<file path="src/logic/adcr_pkg.sv">
package adcr_pkg;

    // Register offsets; the command register sits at the offset just below the mux register.
    localparam logic [7:0] ADDR_COMMAND = 8'h04;
    localparam logic [7:0] ADDR_INPUT_SELECT = 8'h05;
    localparam logic [7:0] ADDR_FRONT_CONFIG = 8'h06;
    // Start-mode register of our own choosing; stores the two mode bits, and reads also return the busy and pending-stop flags.
    localparam logic [7:0] ADDR_START_MODE = 8'h07;

    // Reset values.
    localparam logic [7:0] INPUT_SELECT_RESET = 8'h00;
    localparam logic [7:0] FRONT_CONFIG_RESET = 8'h00;
    localparam logic [1:0] START_MODE_RESET = 2'h0;

    // Command register fields.
    localparam int CMD_KEY_LSB = 2;
    localparam int CMD_KEY_MSB = 7;
    localparam int CMD_START_BIT = 1;
    localparam int CMD_STOP_BIT = 0;
    localparam logic [5:0] RESET_KEY = 6'h16;

    // Input select field.
    localparam int INSEL_MSB = 1;
    localparam logic [1:0] INSEL_NORMAL = 2'h0;
    localparam logic [1:0] INSEL_INVERTED = 2'h1;
    localparam logic [1:0] INSEL_MIDSUPPLY = 2'h2;
    localparam logic [1:0] INSEL_COMMON_MODE = 2'h3;

    // Front-end configuration field positions.
    localparam int FC_RESOLUTION_BIT = 7;
    localparam int FC_EXT_RANGE_BIT = 6;
    localparam int FC_REF_RANGE_BIT = 5;
    localparam int FC_INP_RANGE_BIT = 4;
    localparam int FC_VCM_BIT = 3;
    localparam int FC_POS_REFERENCE_BUFFER_ENABLE_BIT = 2;
    localparam int FC_POS_INPUT_BUFFER_ENABLE_BIT = 1;
    localparam int FC_NEG_INPUT_BUFFER_ENABLE_BIT = 0;

    // Start-control modes.
    localparam logic [1:0] MODE_START_STOP = 2'h0;
    localparam logic [1:0] MODE_ONE_SHOT = 2'h1;
    localparam logic [1:0] MODE_SYNC = 2'h2;

    // Conversion length; a plain default for the demo converter sequencer.
    localparam int CONV_CYCLES = 64;

    typedef enum logic [2:0] {
        CONV_IDLE = 3'b001,
        CONV_RUN = 3'b010,
        CONV_LAST = 3'b100
    } adcr_conv_state_type;

endpackage

</file>
<file path="src/logic/adcr_regs.sv">
`timescale 1ns/1ps
module adcr_regs
    import adcr_pkg::*;
#(
    parameter int CONV_LEN = CONV_CYCLES
) (
    // Clock and reset.
    input wire logic core_clk,
    input wire logic rst_n,
    // Register port.
    input wire logic [7:0] reg_addr,
    input wire logic [7:0] reg_wdata,
    input wire logic reg_write,
    input wire logic reg_read,
    output logic [7:0] reg_rdata,
    // Conversion sequencer view.
    output logic converting,
    output logic conv_start_pulse,
    output logic conv_done_pulse,
    output logic soft_reset_pulse,
    // Input multiplexer controls.
    output logic [1:0] input_select,
    output logic input_inverted,
    output logic input_short_midsupply,
    output logic input_short_common_mode,
    // Front-end controls.
    output logic resolution_16bit,
    output logic extended_range_enable,
    output logic reference_range_select,
    output logic input_range_2x,
    output logic common_mode_output_enable,
    output logic pos_reference_buffer_enable,
    output logic pos_input_buffer_enable,
    output logic neg_input_buffer_enable
);

    localparam int CW = $clog2(CONV_LEN + 1);

    // The conversion counter needs at least two cycles to tell start from finish.
    if (CONV_LEN < 2) begin : g_len_check
        $error("adcr_regs: CONV_LEN must be at least 2");
    end

    logic rst_sync1_q;
    logic rst_sync2_q;
    logic rst_core_n;
    logic [1:0] insel_q;
    logic [7:0] fcfg_q;
    logic [1:0] mode_q;
    logic soft_rst_q;
    logic [7:0] rdata_q;
    logic [CW-1:0] cnt_q;
    logic stop_pend_q;
    logic done_q;
    logic start_q;
    adcr_conv_state_type state_q;
    adcr_conv_state_type state_d;

    logic wr_cmd;
    logic key_hit;
    logic start_req;
    logic stop_req;
    logic cnt_end;

    // Reset release passes two flops so the deassertion is clean against core_clk.
    always_ff @(posedge core_clk or negedge rst_n) begin
        if (!rst_n) begin
            rst_sync1_q <= 1'b0;
            rst_sync2_q <= 1'b0;
        end else begin
            rst_sync1_q <= 1'b1;
            rst_sync2_q <= rst_sync1_q;
        end
    end
    assign rst_core_n = rst_sync2_q;

    // Command decode; the strobes live for the write cycle only, never stored.
    assign wr_cmd = reg_write && (reg_addr == ADDR_COMMAND);
    assign key_hit = wr_cmd && (reg_wdata[CMD_KEY_MSB:CMD_KEY_LSB] == RESET_KEY)
        && !reg_wdata[CMD_START_BIT] && !reg_wdata[CMD_STOP_BIT];
    // Both strobes at once and the synchronized mode cancel the request.
    assign start_req = wr_cmd && reg_wdata[CMD_START_BIT] && !reg_wdata[CMD_STOP_BIT]
        && (mode_q != MODE_SYNC);
    assign stop_req = wr_cmd && reg_wdata[CMD_STOP_BIT] && !reg_wdata[CMD_START_BIT]
        && (mode_q != MODE_SYNC);

    // Soft reset is a one-cycle pulse, held for the cycle after the keyed write.
    always_ff @(posedge core_clk or negedge rst_core_n) begin
        if (!rst_core_n) begin
            soft_rst_q <= 1'b0;
        end else begin
            soft_rst_q <= key_hit;
        end
    end

    // Input select; reserved bits are simply not stored.
    always_ff @(posedge core_clk or negedge rst_core_n) begin
        if (!rst_core_n) begin
            insel_q <= INPUT_SELECT_RESET[INSEL_MSB:0];
        end else if (soft_rst_q) begin
            insel_q <= INPUT_SELECT_RESET[INSEL_MSB:0];
        end else if (reg_write && reg_addr == ADDR_INPUT_SELECT) begin
            insel_q <= reg_wdata[INSEL_MSB:0];
        end
    end

    // Front-end configuration.
    always_ff @(posedge core_clk or negedge rst_core_n) begin
        if (!rst_core_n) begin
            fcfg_q <= FRONT_CONFIG_RESET;
        end else if (soft_rst_q) begin
            fcfg_q <= FRONT_CONFIG_RESET;
        end else if (reg_write && reg_addr == ADDR_FRONT_CONFIG) begin
            fcfg_q <= reg_wdata;
        end
    end

    // Start-control mode.
    always_ff @(posedge core_clk or negedge rst_core_n) begin
        if (!rst_core_n) begin
            mode_q <= START_MODE_RESET;
        end else if (soft_rst_q) begin
            mode_q <= START_MODE_RESET;
        end else if (reg_write && reg_addr == ADDR_START_MODE) begin
            mode_q <= reg_wdata[1:0];
        end
    end

    // Conversion sequencer: counts one conversion, then decides whether to go on.
    assign cnt_end = (cnt_q == CW'(CONV_LEN - 1));

    always_comb begin
        state_d = state_q;
        case (state_q)
            CONV_IDLE: begin
                if (start_req) begin
                    state_d = CONV_RUN;
                end
            end
            CONV_RUN: begin
                if (start_req) begin
                    state_d = CONV_RUN;
                end else if (stop_req || mode_q == MODE_ONE_SHOT) begin
                    state_d = CONV_LAST;
                end
            end
            CONV_LAST: begin
                if (start_req) begin
                    state_d = CONV_RUN;
                end else if (cnt_end) begin
                    state_d = CONV_IDLE;
                end
            end
            default: begin
                state_d = CONV_IDLE;
            end
        endcase
    end

    // A stop landing on the last cycle of a running conversion still ends after it.
    always_ff @(posedge core_clk or negedge rst_core_n) begin
        if (!rst_core_n) begin
            state_q <= CONV_IDLE;
        end else if (soft_rst_q) begin
            state_q <= CONV_IDLE;
        end else if (state_q == CONV_RUN && cnt_end && !start_req
                && (stop_req || mode_q == MODE_ONE_SHOT)) begin
            state_q <= CONV_IDLE;
        end else begin
            state_q <= state_d;
        end
    end

    // Cycle counter; a start request always restarts it from zero.
    always_ff @(posedge core_clk or negedge rst_core_n) begin
        if (!rst_core_n) begin
            cnt_q <= '0;
        end else if (soft_rst_q || start_req || state_q == CONV_IDLE) begin
            cnt_q <= '0;
        end else if (cnt_end) begin
            cnt_q <= '0;
        end else begin
            cnt_q <= cnt_q + CW'(1);
        end
    end

    // Completion and start pulses for the data path.
    always_ff @(posedge core_clk or negedge rst_core_n) begin
        if (!rst_core_n) begin
            done_q <= 1'b0;
            start_q <= 1'b0;
        end else begin
            done_q <= !soft_rst_q && !start_req && state_q != CONV_IDLE && cnt_end;
            start_q <= start_req && !soft_rst_q;
        end
    end

    // Pending stop is kept only for visibility in the mode register read.
    always_ff @(posedge core_clk or negedge rst_core_n) begin
        if (!rst_core_n) begin
            stop_pend_q <= 1'b0;
        end else begin
            stop_pend_q <= (state_d == CONV_LAST) && !soft_rst_q;
        end
    end

    // Read data, valid only in the cycle after the read strobe; unmapped reads are zero.
    always_ff @(posedge core_clk or negedge rst_core_n) begin
        if (!rst_core_n) begin
            rdata_q <= 8'h00;
        end else if (reg_read) begin
            case (reg_addr)
                ADDR_COMMAND: rdata_q <= 8'h00;
                ADDR_INPUT_SELECT: rdata_q <= {6'h00, insel_q};
                ADDR_FRONT_CONFIG: rdata_q <= fcfg_q;
                ADDR_START_MODE: rdata_q <= {4'h0, stop_pend_q, state_q != CONV_IDLE, mode_q};
                default: rdata_q <= 8'h00;
            endcase
        end else begin
            rdata_q <= 8'h00;
        end
    end
    assign reg_rdata = rdata_q;

    // Sequencer outputs.
    assign converting = (state_q != CONV_IDLE);
    assign conv_start_pulse = start_q;
    assign conv_done_pulse = done_q;
    assign soft_reset_pulse = soft_rst_q;

    // Input multiplexer decode.
    assign input_select = insel_q;
    assign input_inverted = (insel_q == INSEL_INVERTED);
    assign input_short_midsupply = (insel_q == INSEL_MIDSUPPLY);
    assign input_short_common_mode = (insel_q == INSEL_COMMON_MODE);

    // Front-end decode; the high reference range overrides the 2x input range.
    assign resolution_16bit = fcfg_q[FC_RESOLUTION_BIT];
    assign extended_range_enable = fcfg_q[FC_EXT_RANGE_BIT];
    assign reference_range_select = fcfg_q[FC_REF_RANGE_BIT];
    assign input_range_2x = fcfg_q[FC_INP_RANGE_BIT] && !fcfg_q[FC_REF_RANGE_BIT];
    assign common_mode_output_enable = fcfg_q[FC_VCM_BIT];
    assign pos_reference_buffer_enable = fcfg_q[FC_POS_REFERENCE_BUFFER_ENABLE_BIT];
    assign pos_input_buffer_enable = fcfg_q[FC_POS_INPUT_BUFFER_ENABLE_BIT];
    assign neg_input_buffer_enable = fcfg_q[FC_NEG_INPUT_BUFFER_ENABLE_BIT];

endmodule

</file>
<file path="config.mk">
export PLATFORM = sky130hd
export DESIGN_NAME = adcr_regs
export DESIGN_NICKNAME = d
export VERILOG_FILES = /design/src/logic/adcr_pkg.sv /design/src/logic/adcr_regs.sv
export SDC_FILE = /design/constraint.sdc
export NUM_CORES = 1
export LEC_CHECK = 0
export ABC_AREA = 1
export BUFFER_PORTS_ARGS = -buffer_cell sky130_fd_sc_hd__buf_2
export CAP_MARGIN = 0
export CORE_MARGIN = 1
export CORE_UTILIZATION = 25
export CTS_CLUSTER_SIZE = 8
export DETAILED_ROUTE_END_ITERATION = 8
export PLACE_DENSITY = 0.56
export SKIP_CTS_REPAIR_TIMING = 1
export SLEW_MARGIN = 40
export SYNTH_ARGS = -nofsm -noshare
export SYNTH_HDL_FRONTEND = slang
export SYNTH_SLANG_ARGS = --single-unit
</file>
<file path="constraint.sdc">
create_clock -name core_clk -period 2.98 [get_ports core_clk]
set_clock_uncertainty 0.15 [all_clocks]
set_input_delay 0.447 -clock core_clk [delete_from_list [all_inputs] [get_ports core_clk]]
set_output_delay 0.447 -clock core_clk [all_outputs]
set_load 0.005 [all_outputs]
</file>
# Word level (Yosys, flattened, before mapping)
# Index checks and enable logic that the tools add are counted.
# classes
n_addsub	1
n_eq_ne	16
mux	18
n_reduce_logical	33
# ops
cell	n
8-bit by 3-bit equality test with 1-bit output (second input constant)	4
8-bit two-way mux	3
8-bit case mux with 3 select lines	1
1-bit logical AND	22
3-bit two-way mux	7
7-bit two-way mux	2
3-bit case mux with 3 select lines	1
2-bit two-way mux	4
7-bit by 1-bit adder with 7-bit output (second input constant)	1
7-bit by 6-bit equality test with 1-bit output (second input constant)	1
3-bit equality test (second input constant)	2
6-bit by 5-bit equality test with 1-bit output (second input constant)	1
2-bit nonzero test	3
1-bit zero test	5
2-bit by 1-bit equality test with 1-bit output (second input constant)	2
2-bit equality test (second input constant)	2
3-bit by 1-bit equality test with 1-bit output (second input constant)	1
3-bit by 2-bit equality test with 1-bit output (second input constant)	1
1-bit logical OR	3
3-bit by 1-bit inequality test with 1-bit output (second input constant)	1
2-bit inequality test (second input constant)	1
# word_totals
ff_bits	36
input_bits	20
out_inout_bits	25
elab_cells	80

# Longest topological paths before layout
# Gate-level depths: netlist of run 1.
# logic_depth
word_depth	11
mapped_depth	9
ltp_nobuf	9

# Worst setup path before layout of run 1
# No wires, ideal clock.
# synth_timing
path_type	reg-to-reg
startpoint	register cnt_q[0]
endpoint	register state_q[2]
setup_time_ps	118
t_arrival_ps	1238
setup_slack_ps	1475
stages_incl_launch_ff	9
path_buffers	0
synth_period_minus_slack_ps	1505
cell_sequence	dfrtp_1 -> ha_1 -> nand3_1 -> nor3_2 -> nand2_1 -> inv_1 -> nor2_2 -> nor2_2 -> nor2_1
# synth_via
elab_chain_len	6
elab_cells_between_ends	9
# synth_lines
item	line_no	text
from (decl)	adcr_regs.sv:52	logic [CW-1:0] cnt_q;
from (signal assigned)	adcr_regs.sv:183	cnt_q <= cnt_q + CW'(1);
7-bit by 6-bit equality test with 1-bit output *	adcr_regs.sv:130	assign cnt_end = (cnt_q == CW'(CONV_LEN - 1));
3-bit two-way mux / 1-bit logical AND (equally long branches)	adcr_regs.sv:150, adcr_regs.sv:166	
3-bit two-way mux / 1-bit logical AND (equally long branches)	adcr_regs.sv:148, adcr_regs.sv:166	
3-bit case mux with 3 select lines / 1-bit logical AND (equally long branches)	adcr_regs.sv:134, adcr_regs.sv:167	
3-bit two-way mux *	adcr_regs.sv:166	end else if (state_q == CONV_RUN && cnt_end && !start_req
3-bit two-way mux *	adcr_regs.sv:164	end else if (soft_rst_q) begin
to (signal assigned)	adcr_regs.sv:170	state_q <= state_d;
to (decl)	adcr_regs.sv:56	adcr_conv_state_type state_q;
# Every way passes the cells marked *; elsewhere a longest branch is shown, timed or not.
# A chain may end at the register's enable or synchronous reset.

# Final worst setup path of run 1
# layout_timing
startpoint	register state_q[0]
endpoint	output port converting
# layout_via
elab_chain_len	1
# layout_lines
item	line_no	text
3-bit by 1-bit inequality test with 1-bit output	adcr_regs.sv:226	assign converting = (state_q != CONV_IDLE);
to (decl)	adcr_regs.sv:17	output logic converting,
# Every way passes these cells.

==> results.md, run 1 <==
- Clock sinks: 36
- R2R Path End: state_q[2]$_DFF_PN0_
- CP bufs+invs: 1
- Chip Height: 86.16 um
- Unique cell type count in the Yosys netlist: 32
- # rows: 30
- Vias in the first global route: 1347
- Crit-path cells: nand3_1, buf_2
- Ports: 45
- WS Path Type: reg2out
- HP Class: reg2async
- Yosys reg bits: 36
- Register area share after synthesis: 50.95%
- Peak supply drop: 160.9 uV
- Vias per std cell: 4.172
- CP endpoint kind: output pin
- First-pass GRT wire length: 6499 um
- GRT overflow: 0
- Startpoint Class: register
- Layout Nets: 272
- Clock period minus worst slack: 1.879 ns
- Status: finished clean
- Post-Syn Area per Cell: 8.897 sq um
- Worst endpoint required time: 2.38 ns
- Ant diodes: 0
- Slowest-stage cell, CP: dfstp_2
- GRT Overall Usage: 11.47%
- Worst reg-to-reg path cell count: 8
- Die area: 7423 sq um
- Initial drt markers: 83
- # setup viols final: 0
- Initial antenna violation count: 0
- Core Area: 6832 sq um
- Worst setup path start: state_q[0]$_DFF_PN1_
- Fmax: 0.5322 GHz
- CTS tree: done
- P&R area growth vs syn: 25.23%
- GPL Wtd Cong: 0.7721
- Final ANT Viol Nets: 0
- Cell Pwr Density: 430.3 nW/um^2
- DR vias: 1452
- Residual DRC: 0
- Post-detail-place hpwl: 3028 um
- Post-Syn Instances: 199
- CTS Buf Count: 5
- Mapped Nets: 220
- CTS max path bufs: 2
- Wire per inst: 11.32 um
- CP top delay family: flip-flops
- Final hold violation count: 0
- Main area contributors after synthesis: dfrtp_1, nand3_1, inv_1
- Clock-pin slew on the worst setup and hold paths: 0.08 ns
- Synth area leader: dfrtp_1
- Tcrit/Tclk final: 63.05%
- Synth Cell Area: 1770 sq um
- Max H-tree Level: 2
- RSZ-0062 raised after global routing: no
- Maxcap violations: 0
- R2r setup slk: 1.33 ns
- Detailed Routing Iterations Pass 1: 4
- Chip width: 86.16 um
- Leak: 1.160 nW
- Final Max Slew Viols: 0
- R2R Path Start: cnt_q[0]$_DFF_PN0_
- Ys Warns: 0
- Largest net degree at the start of global routing: 35
- Clk_lat worst skew: 0.29 ns
- Share of layout cells above drive strength 1: 32.14%
- Initial core utilization: 25.92%
- Crit-path max cell delay: 0.53 ns
- Commonest non-fill, non-tap cell in the layout: buf_2
- Worst setup path end: converting
- CP max FO: 5
- Routed wire length: 3939 um
- Final TNS setup: 0 ns
- Clock root buffer: clkbuf_8
- Share of Yosys cell area claimed by the top area cell type: 49.47%
- Most frequent cells in the layout: buf_2, dfrtp_1, inv_1, nand2_1, nand3_1
- Worst Path Arrival: 1.28 ns
- Cell depth of the worst setup path: 2
- Pwr Total: 0.9539 mW
- Port-buffer cells: 44
## synthesized netlist by cell type
cell      count
nor2_4        2
nand2_4       1
nand3b_1      1
conb_1        1
nand2_2       4
dfrtp_1      35
xnor2_1       1
nor3_1        3
nand2_1      28
nor4_1        1
clkinv_1      1
a21oi_1       2
inv_4         1
inv_1        30
nand3_4       1
o211ai_1      2
o21ai_0       4
nor2_2        6
nand3_2       4
nand4_4       1
nor3_4        2
ha_1          1
nand3_1      24
dfstp_2       1
nand4_1       3
nor2_1       22
xor2_1        3
buf_2         1
nor3_2        3
inv_2         3
a21boi_0      2
o21ai_1       5
## logic make-up after synthesis
| group | count (synthesis) | share of synthesized area [%] |
|---|---|---|
| other | 1 | 0.2118 |
| AND/OR/NAND/NOR | 106 | 33.50 |
| AO/OA/AOI/OAI | 15 | 4.805 |
| flip-flops | 36 | 50.95 |
| adder cells (fa/ha/maj) | 1 | 0.7066 |
| buffers and inverters | 36 | 7.844 |
| XOR/XNOR | 4 | 1.979 |
## worst min-delay path by stage
stage                              start                          end  slack, ns  depth (start not counted)
global route        rst_core_n$_DFF_PN0_        mode_q[1]$_DFFE_PN0P_       0.18                          1
finish              rst_core_n$_DFF_PN0_  input_select[1]$_DFFE_PN0P_       0.11                          1
global placement                   rst_n         rst_core_n$_DFF_PN0_       0.08                          1
CTS                                rst_n        rst_sync1_q$_DFF_PN0_      -0.22                          1
detailed placement                 rst_n         rst_core_n$_DFF_PN0_       0.09                          1
floorplan                          rst_n         rst_core_n$_DFF_PN0_      0.001                          0
## worst reg2reg max path, delay by kind of cell (launching register included)
kind | cells | cell delay [ns]
adders and majority gates | 1 | 0.19
buffers and inverters | 1 | 0.18
DFF | 1 | 0.37
and+or+nand+nor | 6 | 0.65
## final cells by class
class | instances | area, sq um
clock buffer | 7 | 86.33
multi-input combinational | 127 | 729.5
timing repair buffer | 46 | 237.7
clock inverter | 1 | 7.507
inverter | 35 | 133.9
sequential | 36 | 902.1
fill | 755 | 4614
tap | 96 | 120.1
## metrics by stage
stage / util [%] / worst slack, ns / area, sq um / hold WS (ns) / cells
global placement: 30.93 / 1.291 / 2113 / 0.08296 / 339
global route: 32.45 / 1.044 / 2217 / 0.1772 / 348
floorplan: - / 1.475 / 1770 / 0.001409 / 199
detailed placement: 30.93 / 1.262 / 2113 / 0.08521 / 339
finish: 32.45 / 1.101 / 2217 / 0.1146 / 348
CTS: 32.31 / 1.080 / 2207 / -0.2203 / 347
## per-layer routing
layer,GRT usage (%),routed length [um],vias to the layer above
li1,-,-,737
met1,15.11,1906,672
met2,17.46,1778,36
met3,2.984,161,7
met4,5.606,92,0
met5,0,0,-
## state kept, by name, summed over array words and instances (netlist names)
signal            count
conv_start_pulse      1
conv_done_pulse       1
input_select          2
mode_q                2
stop_pend_q           1
rst_core_n            1
cnt_q                 7
fcfg_q                8
reg_rdata             8
soft_reset_pulse      1
rst_sync1_q           1
state_q               3
## power by group
group	internal, mW	total [mW]	switching, mW
combinational	0.0296	0.0828	0.0532
clock	0.188	0.364	0.176
sequential	0.499	0.507	0.00801
total	0.717	0.954	0.237
Power figures use the tool's default switching activity.
==> run 2: changes to the inputs <==
Clock period 2.98 ns to 1.8 ns, I/O delays scaled along.
==> run 2 against run 1 <==
Net effect:
- wire length fell by 3.2%
- die area did not move
- first-iteration DRC count fell by 16%
- worst setup slack got worse by 0.99 ns
- critical path type unchanged
- critical endpoint unchanged
- largest power group unchanged
==> results.md, run 2 (same netlist as run 1, synthesis figures left out) <==
- Worst Path Arrival: 1.27 ns
- RSZ-0062 raised after global routing: no
- Initial antenna violation count: 0
- Worst endpoint required time: 1.38 ns
- Final TNS setup: 0 ns
- Peak supply drop: 239.3 uV
- Chip Height: 86.16 um
- Multi-input logic area: 729.5 sq um
- Chip width: 86.16 um
- Initial drt markers: 70
- Largest net degree at the start of global routing: 35
- GRT overflow: 0
- Clk_lat worst skew: 0.29 ns
- Most frequent cells in the layout: buf_2, dfrtp_1, inv_1, nand2_1, nand3_1
- Tcrit/Tclk final: 93.98%
- Routed wire length: 3812 um
- CP max FO: 5
- Maxcap violations: 0
- Setup ws final: 0.1083 ns
- Initial core utilization: 25.92%
- Slowest-stage cell, CP: dfstp_2
- Final Instance Area: 2223 sq um
- First-pass GRT wire length: 6479 um
- Clock-pin slew on the worst setup and hold paths: 0.07 ns
- Startpoint Class: register
- Final Max Slew Viols: 0
- Port-buffer cells: 44
- DR vias: 1408
- Filler cells: 747
- GPL Wtd Cong: 0.8284
- CP top delay family: flip-flops
- Ant diodes: 0
- Register area: 902.1 sq um
- HP Class: in2reg
- Vias per std cell: 4.034
- Clock sinks: 36
- Pwr Total: 1.560 mW
- Vias in the first global route: 1391
- CP endpoint kind: output pin
- Residual DRC: 0
- Final ANT Viol Nets: 0
- CTS max path bufs: 2
- Core Area: 6832 sq um
- CTS Buf Count: 5
- GRT Overall Usage: 11.26%
- Clock root buffer: clkbuf_8
- Clock period minus worst slack: 1.692 ns
- Crit-path max cell delay: 0.53 ns
- WS Path Type: reg2out
- Area after DPL: 2121 sq um
- Share of layout cells above drive strength 1: 33.20%
- # rows: 30
- Detailed Routing Iterations Pass 1: 4
- Post-detail-place hpwl: 3035 um
- Fmax: 0.5911 GHz
- Layout Nets: 273
- Status: finished clean
- # setup viols final: 0
- Cell Pwr Density: 701.5 nW/um^2
- Post-place setup slack: 0.1315 ns
- Final hold violation count: 0
- Leak: 1.169 nW
- CTS tree: done
- Ports: 45
- Commonest non-fill, non-tap cell in the layout: buf_2
- P&R area growth vs syn: 25.58%
- Die area: 7423 sq um
- CP bufs+invs: 1
- Wire per inst: 10.92 um
- Max H-tree Level: 2
- Crit-path cells: nand3_1, buf_2
## run 2: cell count changes in the layout (fill, tap and decap cells not counted), sizes merged
cell      before  now
buf           45   46
clkinvlp       1    0
clkinv         1    3
clkbuf         7    6
## run 2: per-stage QoR
stage          cells  hold WS [ns]  utilization [%]
5_1_grt          349       0.08756            32.55
4_1_cts          348       -0.4064            32.40
3_3_place_gp     340      -0.09421            31.04
6_report         349       0.08394            32.55
2_1_floorplan    199       -0.1756                -
3_5_place_dp     340      -0.09172            31.04
## run 2: final cells by class
class	count	area share (%)
well taps	96	5.402
multi-input cells	127	32.81
clock inverters	2	0.4502
repair buffers	47	11.03
flip-flops and latches	36	40.57
clock buffers	6	3.714
inverters	35	6.021
## run 2: path summary, 6_finish.rpt
| kind | start | endpoint | slack (ns) | depth (start not counted) |
|---|---|---|---|---|
| max in group asynchronous | rst_core_n$_DFF_PN0_ | state_q[0]$_DFF_PN1_ | 1.05 | 1 |
| max reg2reg | cnt_q[0]$_DFF_PN0_ | state_q[2]$_DFF_PN0_ | 0.18 | 8 |
| min in group asynchronous | rst_core_n$_DFF_PN0_ | cnt_q[1]$_DFF_PN0_ | 0.11 | 1 |
| max | state_q[0]$_DFF_PN1_ | converting | 0.11 | 2 |
| min | reg_read | reg_rdata[0]$_DFF_PN0_ | 0.08 | 3 |
| min reg2reg | rst_core_n$_DFF_PN0_ | cnt_q[1]$_DFF_PN0_ | 0.11 | 1 |
## run 2: worst reg2reg max path: stages, from the launching register on
cell and delay (ns):
dfrtp_1 0.37, ha_1 0.19, nand3_1 0.13, nor3_2 0.15, nand2_1 0.15, inv_2 0.14
nand3_1 0.11, nand2_1 0.07, nor2_1 0.05
## run 2: layer usage
layer	share of wire [%]	track usage [%]	vias to the layer above
li1	-	-	736
met1	47	15.19	639
met2	47	17.46	28
met3	4.1	2.791	5
met4	1.6	4.091	0
met5	0	0	-
## run 2: report_power, final
part | switching [mW] | leakage, nW | internal, mW
Combinational | 0.0860 | 0.625 | 0.0490
Clock | 0.280 | 0.0510 | 0.305
Sequential | 0.0130 | 0.493 | 0.827
==> run 3: changes to the inputs <==
Settings changed: REMOVE_ABC_BUFFERS set to 1.
==> run 3 against run 2 <==
Net effect:
- power increased by 0.23%
- maximum frequency increased by 0.19%
- critical endpoint unchanged
- via count increased by 3.2%
- cell area unchanged
- first-iteration DRC count decreased by 17%
==> results.md, run 3 (same netlist as run 1, synthesis figures left out) <==
- Startpoint Class: register
- Maxcap violations: 0
- Max H-tree Level: 2
- Peak supply drop: 298.1 uV
- CTS Buf Count: 5
- DR vias: 1453
- Part of the power in the clock network: 37.5%
- Placed instance count: 340
- Leak: 1.169 nW
- CP bufs+invs: 1
- # rows: 30
- Chip width: 86.16 um
- Final Max Slew Viols: 0
- Die area: 7423 sq um
- Chip Height: 86.16 um
- CTS max path bufs: 2
- Initial drt markers: 58
- Detailed Routing Iterations Pass 1: 4
- Crit-path max cell delay: 0.53 ns
- Net switching power: 0.3821 mW
- Largest net degree at the start of global routing: 35
- Clock-pin slew on the worst setup and hold paths: 0.07 ns
- Switching Share: 24.44%
- Cell depth of the worst setup path: 2
- Core Area: 6832 sq um
- Status: finished clean
- Logic pwr share: 8.8%
- Final Instance Area: 2223 sq um
- RSZ-0062 raised after global routing: no
- Residual DRC: 0
- Initial core utilization: 25.92%
- Vias in the first global route: 1476
- Share of layout cells above drive strength 1: 33.20%
- Final TNS setup: 0 ns
- First-pass GRT wire length: 6789 um
- Crit-path cells: nand3_1, buf_2
- Cell Pwr Density: 703.1 nW/um^2
- HP Class: in2reg
- Tcrit/Tclk final: 93.80%
- Power Internal: 1.181 mW
- Worst Path Arrival: 1.27 ns
- P&R area growth vs syn: 25.58%
- Clock root buffer: clkbuf_8
- Final Core Density: 32.55%
- Post-route insts no fill: 349
- Filler cells: 747
- Final ANT Viol Nets: 0
- WS Path Type: reg2out
- Clock period minus worst slack: 1.688 ns
- Clk_lat worst skew: 0.29 ns
- Slowest-stage cell, CP: dfstp_2
- Ant diodes: 0
- Layout Nets: 273
- Initial antenna violation count: 0
- Commonest non-fill, non-tap cell in the layout: buf_2
- Final hold violation count: 0
- GPL Wtd Cong: 0.8391
- # setup viols final: 0
- CP max FO: 5
- Final Hold Slack: 0.08566 ns
- Post-detail-place hpwl: 3095 um
- Most frequent cells in the layout: buf_2, dfrtp_1, inv_1, nand2_1, nand3_1
- Sequential group share of total power: 53.7%
- Ports: 45
- Worst endpoint required time: 1.38 ns
- Wire per inst: 11.13 um
- GRT overflow: 0
- Area after DPL: 2121 sq um
- CP top delay family: flip-flops
- Routed wire length: 3883 um
- Fmax: 0.5923 GHz
- GRT Overall Usage: 11.90%
- Port-buffer cells: 44
- CP endpoint kind: output pin
- Hold Path Stages: 3
- Vias per std cell: 4.163
- CTS tree: done
- Clock sinks: 36
- Worst reg-to-reg path cell count: 8
run 3: path summary, 6_finish.rpt:
kind,from,to,slack [ns]
min in group asynchronous,rst_core_n$_DFF_PN0_,mode_q[1]$_DFFE_PN0P_,0.12
min,reg_read,reg_rdata[0]$_DFF_PN0_,0.09
max,state_q[0]$_DFF_PN1_,converting,0.11
max reg2reg,cnt_q[0]$_DFF_PN0_,state_q[2]$_DFF_PN0_,0.19
min reg2reg,rst_core_n$_DFF_PN0_,mode_q[1]$_DFFE_PN0P_,0.12
max in group asynchronous,rst_core_n$_DFF_PN0_,state_q[0]$_DFF_PN1_,1.04
run 3: power by group through the flow:
stage,combinational [mW],clock (mW),sequential [mW]
after floorplan,0.0614,0,0.864
after global placement,0.136,0,0.855
after detailed placement,0.138,0,0.855
after CTS,0.138,0.611,0.839
after global routing,0.155,0.655,0.842
final,0.137,0.587,0.840
run 3: layout make-up:
type                       count  area (sq um)  area share [%]
sequential                    36         902.1           40.57
multi-input combinational    127         729.5           32.81
timing repair buffer          47         245.2           11.03
inverter                      35         133.9           6.021
tap                           96         120.1           5.402
clock buffer                   6         82.58           3.714
clock inverter                 2         10.01          0.4502
run 3: stage by stage:
| step | power [mW] | setup WS (ns) |
|---|---|---|
| floorplan | 0.9259 | 0.2916 |
| global placement | 0.9911 | 0.2113 |
| detailed placement | 0.9929 | 0.1475 |
| CTS | 1.588 | 0.07889 |
| global route | 1.652 | 0.04558 |
| finish | 1.563 | 0.1116 |
run 3: tightest hold or removal path: stages:
cell     delay (ns)
buf_2          0.13
nand2_1        0.06
inv_1          0.03
run 3: per-layer routing:
layer | vias up | part of all wire [%] | GRT usage (%) | wire length [um]
li1 | 740 | - | - | -
met1 | 662 | 45 | 15.30 | 1764
met2 | 43 | 46 | 18.83 | 1789
met3 | 8 | 6.1 | 2.887 | 235
met4 | 0 | 2.4 | 5.455 | 94
met5 | - | 0 | 0 | 0
